File: config.mk
export PLATFORM = sky130hd
export DESIGN_NAME = t1lc_loop_code
export DESIGN_NICKNAME = d
export VERILOG_FILES = /design/src/t1lc_loop_code.v
export VERILOG_INCLUDE_DIRS = /design/src
export SDC_FILE = /design/constraint.sdc
export NUM_CORES = 1
export LEC_CHECK = 0
export ABC_CLOCK_PERIOD_IN_PS = 13500
export BUFFER_PORTS_ARGS = -buffer_cell sky130_fd_sc_hd__buf_2
export CORE_MARGIN = 1
export CORE_UTILIZATION = 35
export CTS_CLUSTER_SIZE = 20
export DETAILED_ROUTE_END_ITERATION = 7
export PLACE_DENSITY = 0.48
export SLEW_MARGIN = 10
export SYNTH_ARGS = -nofsm -noshare
export SYNTH_HDL_FRONTEND = slang
export SYNTH_SLANG_ARGS = --single-unit
File: constraint.sdc
create_clock -name clk_sys -period 13.5 [get_ports clk_sys]
set_input_delay 2.7 -clock clk_sys [delete_from_list [all_inputs] [get_ports clk_sys]]
set_output_delay 2.7 -clock clk_sys [all_outputs]
set_load 0.01 [all_outputs]
File: src/t1lc_consts.vh
// constants of the t1 in-band loop code generator and detector
`ifndef T1LC_CONSTS_VH
`define T1LC_CONSTS_VH
// ----------------------------------------
// register offsets
// ----------------------------------------
`define T1LC_OFS_RX_LEN_CTRL   9'h082
`define T1LC_OFS_RX_LATCHED    9'h092
`define T1LC_OFS_RX_SPARE_CTRL 9'h09b
`define T1LC_OFS_RX_SPARE_HI   9'h09c
`define T1LC_OFS_RX_SPARE_LO   9'h09d
`define T1LC_OFS_RX_IRQ_MASK   9'h0a2
`define T1LC_OFS_RX_UP_HI      9'h0ac
`define T1LC_OFS_RX_UP_LO      9'h0ad
`define T1LC_OFS_RX_DOWN_HI    9'h0ae
`define T1LC_OFS_RX_DOWN_LO    9'h0af
`define T1LC_OFS_RX_LIVE       9'h0b2
`define T1LC_OFS_TX_CTRL3      9'h183
`define T1LC_OFS_TX_CTRL4      9'h186
`define T1LC_OFS_TX_CODE_HI    9'h1ac
`define T1LC_OFS_TX_CODE_LO    9'h1ad
// ----------------------------------------
// field positions
// ----------------------------------------
`define T1LC_BIT_SEND_EN       0
`define T1LC_BIT_LEN_SEL0      0
`define T1LC_BIT_LEN_SEL1      1
`define T1LC_BIT_FBIT_OFF      2
`define T1LC_FLD_UP_LEN        2:0
`define T1LC_FLD_DOWN_LEN      5:3
`define T1LC_FLD_SPARE_LEN     2:0
`define T1LC_BIT_UP            0
`define T1LC_BIT_DOWN          1
`define T1LC_BIT_SPARE         2
`define T1LC_FLD_SET_EVT       2:0
`define T1LC_FLD_CLR_EVT       5:3
// ----------------------------------------
// reset values
// ----------------------------------------
`define T1LC_RST_REG           8'h00
// ----------------------------------------
// timing and counts
// ----------------------------------------
`define T1LC_CLK_KHZ           50000
`define T1LC_INTEG_MS          48
`define T1LC_FRAME_BITS        8'd193
`define T1LC_BLK_BITS          9'd256
`define T1LC_ERR_MAX           9'd8
`define T1LC_LEN16_M1          4'hf
`endif

File: src/t1lc_loop_code.v
// t1 in-band loop code generator and three loop code detectors
//
// What this block does
// - generator repeats a 5, 6, 7 or 16 bit pattern, only in t1 mode.
// - transmit length comes from the two length bits of tx_control_four.
// - pattern is sent while tx_code_send_enable is set and stops when clear.
// - unless disabled, one pattern bit in every 193 is replaced by the f-bit.
// - receiver has three detectors: up, down and spare.
// - up and down lengths come from the length control, spare from its own.
// - 16-bit codes join both bytes, 1-7 bit codes use the first.
// - detectors lock on framed and unframed data at error rates to 1e-2.
// - detectors lock whether the f-bit was inserted or overwrote a bit.
// - writing a detector's low code byte restarts its integration.
// - detect status sets after 48 ms of continuous valid code.
// - each detect has a live bit and latched set and clear bits.
// - a mask enables the interrupt per latched bit.
// - latched bits stay set until a one is written to them.
`include "t1lc_consts.vh"
`default_nettype none
module t1lc_loop_code #(
  parameter [31:0] INTEG_CYCLES = `T1LC_INTEG_MS * `T1LC_CLK_KHZ
) (
  input  wire       clk_sys,
  input  wire       rst,
  input  wire [8:0] regAddr,
  input  wire [7:0] regWrData,
  input  wire       regWrEn,
  input  wire       regRdEn,
  output wire [7:0] regRdData,
  output wire       irqOut,
  input  wire       t1Mode,
  input  wire       txBitEn,
  input  wire       txFbit,
  output wire       txLineBit,
  output wire       txCodeActive,
  input  wire       rxBitEn,
  input  wire       rxBit,
  input  wire       rxFbitSlot
);

  localparam [21:0] INTEG_LAST = INTEG_CYCLES[21:0] - 22'd1;

  // ----------------------------------------
  // helpers
  // ----------------------------------------
  // rx select: 0..6 give 1..7 bits, 7 gives 16
  function [3:0] rxLenM1;
    input [2:0] sel;
    begin
      if (sel == 3'h7)
        rxLenM1 = `T1LC_LEN16_M1;
      else
        rxLenM1 = {1'b0, sel};
    end
  endfunction

  // tx select: 5,6,7 or 16 bits; 1,2,4,8 ride on 16
  function [3:0] txLenM1;
    input [1:0] sel;
    begin
      case (sel)
        2'h0: txLenM1 = 4'h4;
        2'h1: txLenM1 = 4'h5;
        2'h2: txLenM1 = 4'h6;
        default: txLenM1 = `T1LC_LEN16_M1;
      endcase
    end
  endfunction

  function codeBit;
    input [15:0] code;
    input [3:0]  lenM1;
    input [3:0]  ph;
    begin
      if (lenM1 == `T1LC_LEN16_M1)
        codeBit = code[4'hf - ph];
      else
        codeBit = code[4'hf - {1'b0, ph[2:0]}];
    end
  endfunction

  function [3:0] nextPh;
    input [3:0] ph;
    input [3:0] lenM1;
    begin
      if (ph >= lenM1)
        nextPh = 4'h0;
      else
        nextPh = ph + 4'h1;
    end
  endfunction

  // ----------------------------------------
  // registers
  // ----------------------------------------
  reg [7:0] lenCtrl_ff;
  reg [7:0] spareCtrl_ff;
  reg [7:0] spareHi_ff;
  reg [7:0] spareLo_ff;
  reg [7:0] upHi_ff;
  reg [7:0] upLo_ff;
  reg [7:0] downHi_ff;
  reg [7:0] downLo_ff;
  reg [7:0] irqMask_ff;
  reg [7:0] latched_ff;
  reg [7:0] txCtrl3_ff;
  reg [7:0] txCtrl4_ff;
  reg [7:0] txHi_ff;
  reg [7:0] txLo_ff;
  reg [7:0] rdData_ff;
  reg       irq_ff;
  reg [2:0] detPrev_ff;
  wire [2:0] detNow;
  wire [7:0] liveStat;
  reg  [7:0] nxt_rdData;
  wire       wr;

  assign wr = regWrEn;
  assign liveStat = {5'h00, detNow};

  always @(posedge clk_sys or posedge rst) begin
    if (rst) begin
      lenCtrl_ff   <= `T1LC_RST_REG;
      spareCtrl_ff <= `T1LC_RST_REG;
      spareHi_ff   <= `T1LC_RST_REG;
      spareLo_ff   <= `T1LC_RST_REG;
      upHi_ff      <= `T1LC_RST_REG;
      upLo_ff      <= `T1LC_RST_REG;
      downHi_ff    <= `T1LC_RST_REG;
      downLo_ff    <= `T1LC_RST_REG;
      irqMask_ff   <= `T1LC_RST_REG;
      txCtrl3_ff   <= `T1LC_RST_REG;
      txCtrl4_ff   <= `T1LC_RST_REG;
      txHi_ff      <= `T1LC_RST_REG;
      txLo_ff      <= `T1LC_RST_REG;
    end else if (wr) begin
      case (regAddr)
        `T1LC_OFS_RX_LEN_CTRL:   lenCtrl_ff <= regWrData;
        `T1LC_OFS_RX_SPARE_CTRL: spareCtrl_ff <= regWrData;
        `T1LC_OFS_RX_SPARE_HI:   spareHi_ff <= regWrData;
        `T1LC_OFS_RX_SPARE_LO:   spareLo_ff <= regWrData;
        `T1LC_OFS_RX_UP_HI:      upHi_ff <= regWrData;
        `T1LC_OFS_RX_UP_LO:      upLo_ff <= regWrData;
        `T1LC_OFS_RX_DOWN_HI:    downHi_ff <= regWrData;
        `T1LC_OFS_RX_DOWN_LO:    downLo_ff <= regWrData;
        `T1LC_OFS_RX_IRQ_MASK:   irqMask_ff <= regWrData;
        `T1LC_OFS_TX_CTRL3:      txCtrl3_ff <= regWrData;
        `T1LC_OFS_TX_CTRL4:      txCtrl4_ff <= regWrData;
        `T1LC_OFS_TX_CODE_HI:    txHi_ff <= regWrData;
        `T1LC_OFS_TX_CODE_LO:    txLo_ff <= regWrData;
        default: ;
      endcase
    end
  end

  always @* begin
    case (regAddr)
      `T1LC_OFS_RX_LEN_CTRL:   nxt_rdData = lenCtrl_ff;
      `T1LC_OFS_RX_LATCHED:    nxt_rdData = latched_ff;
      `T1LC_OFS_RX_SPARE_CTRL: nxt_rdData = spareCtrl_ff;
      `T1LC_OFS_RX_SPARE_HI:   nxt_rdData = spareHi_ff;
      `T1LC_OFS_RX_SPARE_LO:   nxt_rdData = spareLo_ff;
      `T1LC_OFS_RX_IRQ_MASK:   nxt_rdData = irqMask_ff;
      `T1LC_OFS_RX_UP_HI:      nxt_rdData = upHi_ff;
      `T1LC_OFS_RX_UP_LO:      nxt_rdData = upLo_ff;
      `T1LC_OFS_RX_DOWN_HI:    nxt_rdData = downHi_ff;
      `T1LC_OFS_RX_DOWN_LO:    nxt_rdData = downLo_ff;
      `T1LC_OFS_RX_LIVE:       nxt_rdData = liveStat;
      `T1LC_OFS_TX_CTRL3:      nxt_rdData = txCtrl3_ff;
      `T1LC_OFS_TX_CTRL4:      nxt_rdData = txCtrl4_ff;
      `T1LC_OFS_TX_CODE_HI:    nxt_rdData = txHi_ff;
      `T1LC_OFS_TX_CODE_LO:    nxt_rdData = txLo_ff;
      default:                 nxt_rdData = 8'h00;
    endcase
  end

  // read data valid only in the cycle after the strobe
  always @(posedge clk_sys or posedge rst) begin
    if (rst)
      rdData_ff <= 8'h00;
    else if (regRdEn)
      rdData_ff <= nxt_rdData;
    else
      rdData_ff <= 8'h00;
  end

  assign regRdData = rdData_ff;

  // ----------------------------------------
  // latched status and interrupt
  // ----------------------------------------
  wire [7:0] evt;
  wire [7:0] clrMask;

  assign evt = {2'b00, detPrev_ff & ~detNow, detNow & ~detPrev_ff};
  assign clrMask = (wr && regAddr == `T1LC_OFS_RX_LATCHED)
                   ? regWrData : 8'h00;

  always @(posedge clk_sys or posedge rst) begin
    if (rst) begin
      detPrev_ff <= 3'h0;
      latched_ff <= `T1LC_RST_REG;
      irq_ff     <= 1'b0;
    end else begin
      detPrev_ff <= detNow;
      // set wins over a same-cycle clear
      latched_ff <= (latched_ff & ~clrMask) | evt;
      irq_ff     <= |(latched_ff & irqMask_ff);
    end
  end

  assign irqOut = irq_ff;

  // ----------------------------------------
  // generator
  // ----------------------------------------
  reg [3:0] txPh_ff;
  reg [7:0] txFrm_ff;
  reg       txBit_ff;
  reg       txAct_ff;
  wire      sendOn;
  wire      fOverwrite;
  wire [3:0] txM1;

  assign sendOn = t1Mode & txCtrl3_ff[`T1LC_BIT_SEND_EN];
  assign txM1 = txLenM1({txCtrl4_ff[`T1LC_BIT_LEN_SEL1],
                         txCtrl4_ff[`T1LC_BIT_LEN_SEL0]});
  assign fOverwrite = (txFrm_ff == 8'h00)
                      & ~txCtrl4_ff[`T1LC_BIT_FBIT_OFF];

  always @(posedge clk_sys or posedge rst) begin
    if (rst) begin
      txPh_ff  <= 4'h0;
      txFrm_ff <= 8'h00;
      txBit_ff <= 1'b0;
      txAct_ff <= 1'b0;
    end else begin
      txAct_ff <= sendOn;
      if (txBitEn) begin
        if (txFrm_ff == `T1LC_FRAME_BITS - 8'd1)
          txFrm_ff <= 8'h00;
        else
          txFrm_ff <= txFrm_ff + 8'd1;
      end
      if (!sendOn) begin
        txPh_ff  <= 4'h0;
        txBit_ff <= 1'b0;
      end else if (txBitEn) begin
        // overwritten pattern bit is lost, phase still moves
        txPh_ff <= nextPh(txPh_ff, txM1);
        if (fOverwrite)
          txBit_ff <= txFbit;
        else
          txBit_ff <= codeBit({txHi_ff, txLo_ff}, txM1, txPh_ff);
      end
    end
  end

  assign txLineBit = txBit_ff;
  assign txCodeActive = txAct_ff;

  // ----------------------------------------
  // detectors
  // ----------------------------------------
  wire [47:0] codeAll;
  wire [8:0]  selAll;
  wire [2:0]  restart;

  assign codeAll = {spareHi_ff, spareLo_ff, downHi_ff, downLo_ff,
                    upHi_ff, upLo_ff};
  assign selAll = {spareCtrl_ff[`T1LC_FLD_SPARE_LEN],
                   lenCtrl_ff[`T1LC_FLD_DOWN_LEN],
                   lenCtrl_ff[`T1LC_FLD_UP_LEN]};
  assign restart[0] = wr && regAddr == `T1LC_OFS_RX_UP_LO;
  assign restart[1] = wr && regAddr == `T1LC_OFS_RX_DOWN_LO;
  assign restart[2] = wr && regAddr == `T1LC_OFS_RX_SPARE_LO;

  genvar gi;
  generate
    for (gi = 0; gi < 3; gi = gi + 1) begin : det_g
      // two phase guesses: a holds on f slots, b moves on them
      reg [3:0]  phA_ff;
      reg [3:0]  phB_ff;
      reg [8:0]  errA_ff;
      reg [8:0]  errB_ff;
      reg [8:0]  blk_ff;
      reg        good_ff;
      reg        det_ff;
      reg [21:0] integ_ff;
      wire [15:0] code;
      wire [3:0]  m1;
      wire        misA;
      wire        misB;
      wire        cmp;
      wire [8:0]  totA;
      wire [8:0]  totB;
      wire        okA;
      wire        okB;

      assign code = codeAll[gi*16 +: 16];
      assign m1 = rxLenM1(selAll[gi*3 +: 3]);
      assign cmp = ~rxFbitSlot;
      assign misA = cmp & (rxBit ^ codeBit(code, m1, phA_ff));
      assign misB = cmp & (rxBit ^ codeBit(code, m1, phB_ff));
      assign totA = errA_ff + {8'h00, misA};
      assign totB = errB_ff + {8'h00, misB};
      assign okA = totA <= `T1LC_ERR_MAX;
      assign okB = totB <= `T1LC_ERR_MAX;

      always @(posedge clk_sys or posedge rst) begin
        if (rst) begin
          phA_ff   <= 4'h0;
          phB_ff   <= 4'h0;
          errA_ff  <= 9'h000;
          errB_ff  <= 9'h000;
          blk_ff   <= 9'h000;
          good_ff  <= 1'b0;
          det_ff   <= 1'b0;
          integ_ff <= 22'h000000;
        end else if (!t1Mode || restart[gi]) begin
          phA_ff   <= 4'h0;
          phB_ff   <= 4'h0;
          errA_ff  <= 9'h000;
          errB_ff  <= 9'h000;
          blk_ff   <= 9'h000;
          good_ff  <= 1'b0;
          det_ff   <= 1'b0;
          integ_ff <= 22'h000000;
        end else begin
          if (good_ff && !det_ff) begin
            if (integ_ff == INTEG_LAST)
              det_ff <= 1'b1;
            else
              integ_ff <= integ_ff + 22'd1;
          end
          if (rxBitEn) begin
            if (blk_ff == `T1LC_BLK_BITS - 9'd1) begin
              blk_ff  <= 9'h000;
              errA_ff <= 9'h000;
              errB_ff <= 9'h000;
              if (okA) begin
                // track a must hold when the last bit is an f slot
                good_ff <= 1'b1;
                phA_ff  <= cmp ? nextPh(phA_ff, m1) : phA_ff;
                phB_ff  <= cmp ? nextPh(phA_ff, m1) : phA_ff;
              end else if (okB) begin
                good_ff <= 1'b1;
                phA_ff  <= nextPh(phB_ff, m1);
                phB_ff  <= nextPh(phB_ff, m1);
              end else begin
                // slip one bit and restart integration
                good_ff  <= 1'b0;
                det_ff   <= 1'b0;
                integ_ff <= 22'h000000;
              end
            end else begin
              blk_ff  <= blk_ff + 9'd1;
              errA_ff <= totA;
              errB_ff <= totB;
              if (cmp)
                phA_ff <= nextPh(phA_ff, m1);
              phB_ff <= nextPh(phB_ff, m1);
            end
          end
        end
      end

      assign detNow[gi] = det_ff;
    end
  endgenerate

endmodule
`default_nettype wire

==> results.json, run 1 <==
{
  "place_congestion": 0.920,
  "final_cells": 2460,
  "drc_errors": 0,
  "cts_resized": 0,
  "cts_root_buffer": "clkbuf_16",
  "p_leak_nw": 8.68,
  "dieArea_sq_um": 52200,
  "crit_type": "in -> reg",
  "placed_cells": 2392,
  "grt-ovfl-total": 0,
  "first_pass_iters": 5,
  "diodes": 0,
  "synth-main-ff-cell": "dfrtp_1",
  "wl_per_cell_um": 19.7,
  "core_sq_um": 50400,
  "avgSynthCellArea_sq_um": 10.2,
  "synth_cell_type_count": 90,
  "layout_setup_ws_ns": 8.25,
  "grt_pass1_vias": 13669,
  "post_dp_cell_area_sq_um": 18700,
  "clk_path_buf_depth": 3,
  "ys_ff_latch": 315,
  "syn_area_sq_um": 18000,
  "synth_edf_count": 0,
  "die-height_um": 229,
  "drtAntennaViolNets": 0,
  "groute.usage.overall_pct": 18.8,
  "setup_violations": 0,
  "grt_max_degree": 131,
  "cts_setup_buffers": 0,
  "nets": 1842,
  "synthArstFlopShare_pct": 100,
  "hpwl_um": 33000,
  "critPathCaptureType": "flip-flop",
  "cts_made_buffers": 39,
  "placementRows": 82,
  "fmax_mhz": 191,
  "htree_num_levels": 2,
  "grt_antenna_before_repair": 0,
  "initial_core_util_pct": 35.7,
  "path_max_fanout": 24,
  "skew_ns": 0.0253,
  "drv_slew": 0,
  "maxCapViolCount": 0,
  "final-hold-violation-count": 0,
  "power.density_nw_per_um2": 110,
  "port_buffers": 37,
  "detail_route.vias_per_cell": 5.55,
  "final_cell_area_sq_um": 20000,
  "clkSinkCount": 315,
  "cts_tree": "built",
  "yosysWarnings": 0,
  "clock_latency_ns": 0.56,
  "hold_path_class": "reg -> reg",
  "yosysSeqAreaShare_pct": 43.9,
  "synth_area_leaders": "dfrtp_1 (44%), mux2_2 (6.8%), mux4_2 (4.4%), nor2_1 (4.1%), ha_1 (3.8%)",
  "grt_pass1_wl_um": 78600,
  "num_vias": 13662,
  "yosysTopAreaCell": "dfrtp_1",
  "routed_wl_um": 48500,
  "slew_headroom_pct": 22.9,
  "synth_top_area_share_pct": 43.9,
  "synthCells": 1764,
  "hold_ws_ns": 0.449,
  "synth_nets": 1845,
  "ctsHoldBuffers": 0,
  "worstMarginPinSlew_ns": 1.16,
  "chipWidth_um": 229,
  "fin_crit_sh_pct": 38.9,
  "vdd_drop_max_mv": 0.0894,
  "rsz0062_at_grt": "no",
  "total_power_mw": 2.20,
  "tns_ns": 0,
  "ios": 38,
  "cp.arrival_ns": 5.62,
  "drive_above_1_share_pct": 16.7,
  "start_kind": "input port",
  "syn_to_final_growth_pct": 11.3,
  "fin_util_pct": 39.7,
  "period_needed_ns": 5.25,
  "first_iter_violations": 971,
  "required_ns": 13.88,
  "path_clk_slew_ns": 0.06,
  "dp_slack_ns": 7.64,
  "status": "completed"
}
## cell usage in the layout (no fill, tap or decap), drive strengths merged, types with 5 or more instances in the layout
| master | instances |
|---|---|
| nor3b | 7 |
| or2 | 13 |
| dfrtp | 315 |
| and4 | 10 |
| mux4 | 35 |
| xor2 | 58 |
| o22ai | 8 |
| a221oi | 14 |
| clkbuf | 52 |
| ha | 54 |
| xnor2 | 44 |
| nand3 | 64 |
| and3 | 38 |
| nand2b | 14 |
| nor2 | 196 |
| buf | 46 |
| o31ai | 13 |
| clkinv | 9 |
| and2 | 11 |
| nor4b | 7 |
| nor3 | 40 |
| mux2 | 108 |
| a21o | 14 |
| a22o | 23 |
| a22oi | 14 |
| o21ai | 122 |
| a2111oi | 6 |
| nor2b | 7 |
| mux2i | 39 |
| nor4 | 12 |
| nand4 | 49 |
| o21a | 5 |
| inv | 44 |
| nand2 | 142 |
| a211oi | 5 |
| a21oi | 49 |
| or3 | 11 |
| a31oi | 17 |
## worst paths after layout
path	from	to	slack (ns)	cells past startpoint
max in group asynchronous	rst	spareHi_ff[1]	8.95	4
worst max register to register	det_g[2].phB_ff[0]	det_g[2].integ_ff[10]	8.88	12
worst min-delay path	detPrev_ff[0]	latched_ff[0]	0.45	1
worst min register to register	detPrev_ff[0]	latched_ff[0]	0.45	1
min in group asynchronous	rst	det_g[0].errB_ff[4]	2.28	2
worst max-delay path	rxBit	det_g[2].integ_ff[10]	8.25	11
## synthesized netlist by cell type (all sizes together) (4+ instances only)
| master | n |
|---|---|
| nor4 | 12 |
| o31ai | 13 |
| nor2b | 7 |
| ha | 54 |
| nor3b | 7 |
| a31oi | 17 |
| mux4 | 35 |
| nor4b | 7 |
| o22ai | 8 |
| a22o | 23 |
| a21oi | 49 |
| and4b | 4 |
| inv | 43 |
| a22oi | 14 |
| nor2 | 196 |
| and4 | 10 |
| nand3 | 64 |
| a221oi | 14 |
| buf | 31 |
| o2bb2ai | 4 |
| a21boi | 4 |
| mux2i | 39 |
| and2 | 11 |
| mux2 | 108 |
| a32oi | 4 |
| nor3 | 40 |
| o311ai | 4 |
| or3 | 11 |
| nand2b | 14 |
| clkbuf | 59 |
| xor2 | 58 |
| a2111oi | 6 |
| o21ai | 122 |
| and3 | 38 |
| nand3b | 4 |
| xnor2 | 44 |
| o21a | 5 |
| nand4 | 49 |
| a211oi | 5 |
| a21o | 14 |
| dfrtp | 315 |
| nand2 | 142 |
| or2 | 13 |
## registers in the layout, indices dropped and copies added (netlist names), 12 cells and up
register        cells
det_g.integ_ff     66
det_g.phA_ff       12
det_g.phB_ff       12
det_g.errB_ff      27
det_g.errA_ff      27
det_g.blk_ff       27
## routing by layer
layer  wire length, um  vias to the layer above  global-route usage (%)
met4              1380                        0                    6.50
li1                  -                     6451                       -
met5                 0                        -                       0
met3              2060                       80                    2.59
met1             23300                     6835                    26.8
met2             21700                      296                    29.1
## cell type report
cell class	instances	area, sq um
Fill cell	4884	30400
Multi-Input combinational cell	1316	9540
Sequential cell	315	7880
Clock buffer	52	1120
Tap cell	672	841
Timing Repair Buffer	46	265
Clock inverter	16	178
Inverter	43	169
## where the power goes
| group | switching (mW) | internal [mW] |
|---|---|---|
| combinational | 0.0916 | 0.0492 |
| clock | 0.423 | 0.638 |
| sequential | 0.0289 | 0.966 |
| total | 0.543 | 1.65 |
## critical path, cell delays in order
cell	delay, ns
buf_2	0.23
xnor2_1	0.12
nor2_1	0.11
ha_1	0.21
ha_1	0.27
nand2_1	0.09
nor2_1	0.31
nand4bb_1	0.21
a311oi_2	0.21
o31ai_4	1.00
nor2_1	0.13
## logic make-up after synthesis
| family | share of synthesized area (%) |
|---|---|
| adder cells (fa/ha/maj) | 3.76 |
| AO/OA/AOI/OAI | 12.9 |
| XOR/XNOR | 4.97 |
| flip-flops | 43.9 |
| buffers and inverters | 3.16 |
| multiplexers | 13.3 |
| AND/OR/NAND/NOR | 18.0 |
(Power assumes the default switching activity.)
==> run 2, diff against run 1 <==
ABC_CLOCK_PERIOD_IN_PS = 5320   (was 13500)
clock period = 5.32 ns   (was 13.5 ns; I/O delays follow)
==> results.json, run 2 (same netlist as run 1, synthesis figures left out) <==
{
  "place_congestion": 0.857,
  "largest_register_ffs": 66,
  "power.density_nw_per_um2": 277,
  "start_kind": "flip-flop",
  "num_vias": 13668,
  "chipWidth_um": 229,
  "critPathCaptureType": "flip-flop",
  "seq_area_sq_um": 7880,
  "hpwl_um": 33800,
  "clkSinkCount": 315,
  "regToRegStartpoint": "det_g[2].phB_ff[0]",
  "cts_resized": 0,
  "required_ns": 5.79,
  "fmax_mhz": 229,
  "grt_max_degree": 117,
  "total_power_mw": 5.56,
  "status": "completed",
  "drive_above_1_share_pct": 17.1,
  "ios": 38,
  "routed_wl_um": 49000,
  "placementRows": 82,
  "grt_pass1_vias": 13499,
  "cp.arrival_ns": 4.83,
  "worstRegToRegCells": 13,
  "hold_start": "det_g[0].det_ff",
  "dieArea_sq_um": 52200,
  "grt_pass1_wl_um": 79300,
  "worstMarginPinSlew_ns": 1.15,
  "syn_to_final_growth_pct": 11.7,
  "cts_setup_buffers": 0,
  "path_clk_slew_ns": 0.06,
  "cts_made_buffers": 39,
  "tns_ns": 0,
  "initial_core_util_pct": 35.7,
  "groute.usage.overall_pct": 19.0,
  "hold_depth": 0,
  "hold_path_class": "reg -> reg",
  "crit_type": "reg -> reg",
  "drtAntennaViolNets": 0,
  "htree_num_levels": 2,
  "fin_crit_sh_pct": 81.9,
  "skew_ns": 0.0201,
  "r2r_slack_ns": 0.96,
  "fin_util_pct": 39.8,
  "first_iter_violations": 929,
  "die-height_um": 229,
  "detail_route.vias_per_cell": 5.53,
  "first_pass_iters": 5,
  "rsz0062_at_grt": "no",
  "p_leak_nw": 8.72,
  "drv_slew": 0,
  "ctsHoldBuffers": 0,
  "layout_common_cells": "dfrtp_1 (315), nor2_1 (195), nand2_1 (141)",
  "maxCapViolCount": 0,
  "drc_errors": 0,
  "period_needed_ns": 4.36,
  "nets": 1852,
  "regMostFlops": "det_g.integ_ff",
  "cts_root_buffer": "clkbuf_16",
  "multiInputGateArea_sq_um": 9540,
  "vdd_drop_max_mv": 0.221,
  "path_max_fanout": 9,
  "cts_tree": "built",
  "r2r-end": "det_g[2].phA_ff[3]",
  "clock_latency_ns": 0.57,
  "grt-ovfl-total": 0,
  "setup_violations": 0,
  "final-hold-violation-count": 0,
  "wl_per_cell_um": 19.8,
  "clk_path_buf_depth": 3,
  "grt_antenna_before_repair": 2,
  "port_buffers": 37,
  "fillers": 4901,
  "layout_commonest_cell": "dfrtp_1",
  "core_sq_um": 50400,
  "slew_headroom_pct": 22.8,
  "worstHoldEndpoint": "detPrev_ff[0]"
}
[run 2: how the worst max path moves through the flow]
stage | to | from
floorplan | detPrev_ff[0] | rst
global placement | det_g[1].phB_ff[1] | det_g[1].phB_ff[0]
detailed placement | det_g[2].phA_ff[3] | det_g[2].phB_ff[0]
CTS | det_g[2].phA_ff[3] | det_g[2].phB_ff[0]
global route | det_g[2].phA_ff[3] | det_g[2].phB_ff[0]
finish | det_g[2].phA_ff[3] | det_g[2].phB_ff[0]
[run 2: worst max-delay path, stage by stage (launching register included)]
cell	delay, ns
dfrtp_1	0.58
mux4_2	0.55
mux4_2	0.49
xnor2_1	0.14
nor2_1	0.13
ha_1	0.23
ha_1	0.29
nand2_1	0.10
nor2_1	0.30
a32oi_1	0.17
a311oi_2	0.56
o21ai_2	0.24
or2_1	0.30
o21ai_0	0.19
[run 2: cell type report]
type / instances / share of cell area (%)
Multi-Input combinational cell: 1316 / 47.5
Sequential cell: 315 / 39.3
Clock buffer: 59 / 5.89
Tap cell: 672 / 4.19
Timing Repair Buffer: 56 / 1.76
Inverter: 43 / 0.823
Clock inverter: 11 / 0.511
Antenna cell: 1 / 0.0125
[run 2: metrics by stage]
stage,std cells,setup WS (ns),area (sq um),hold slack (ns)
floorplan,1764,0.0591,18000,0.374
global placement,2402,1.09,18800,0.431
detailed placement,2402,1.01,18800,0.442
CTS,2472,0.961,20100,0.445
global route,2472,0.703,20100,0.451
finish,2473,0.961,20100,0.439
[run 2: routing by layer]
metal / wire length [um] / GRT usage (%) / vias up
li1: - / - / 6484
met1: 23400 / 27.1 / 6796
met2: 22100 / 29.5 / 302
met3: 2250 / 3.08 / 86
met4: 1290 / 5.98 / 0
met5: 0 / 0 / -
[run 2: where the power goes]
part	switching, mW	internal [mW]
clock	1.09	1.58
combinational	0.234	0.128
sequential	0.0729	2.45
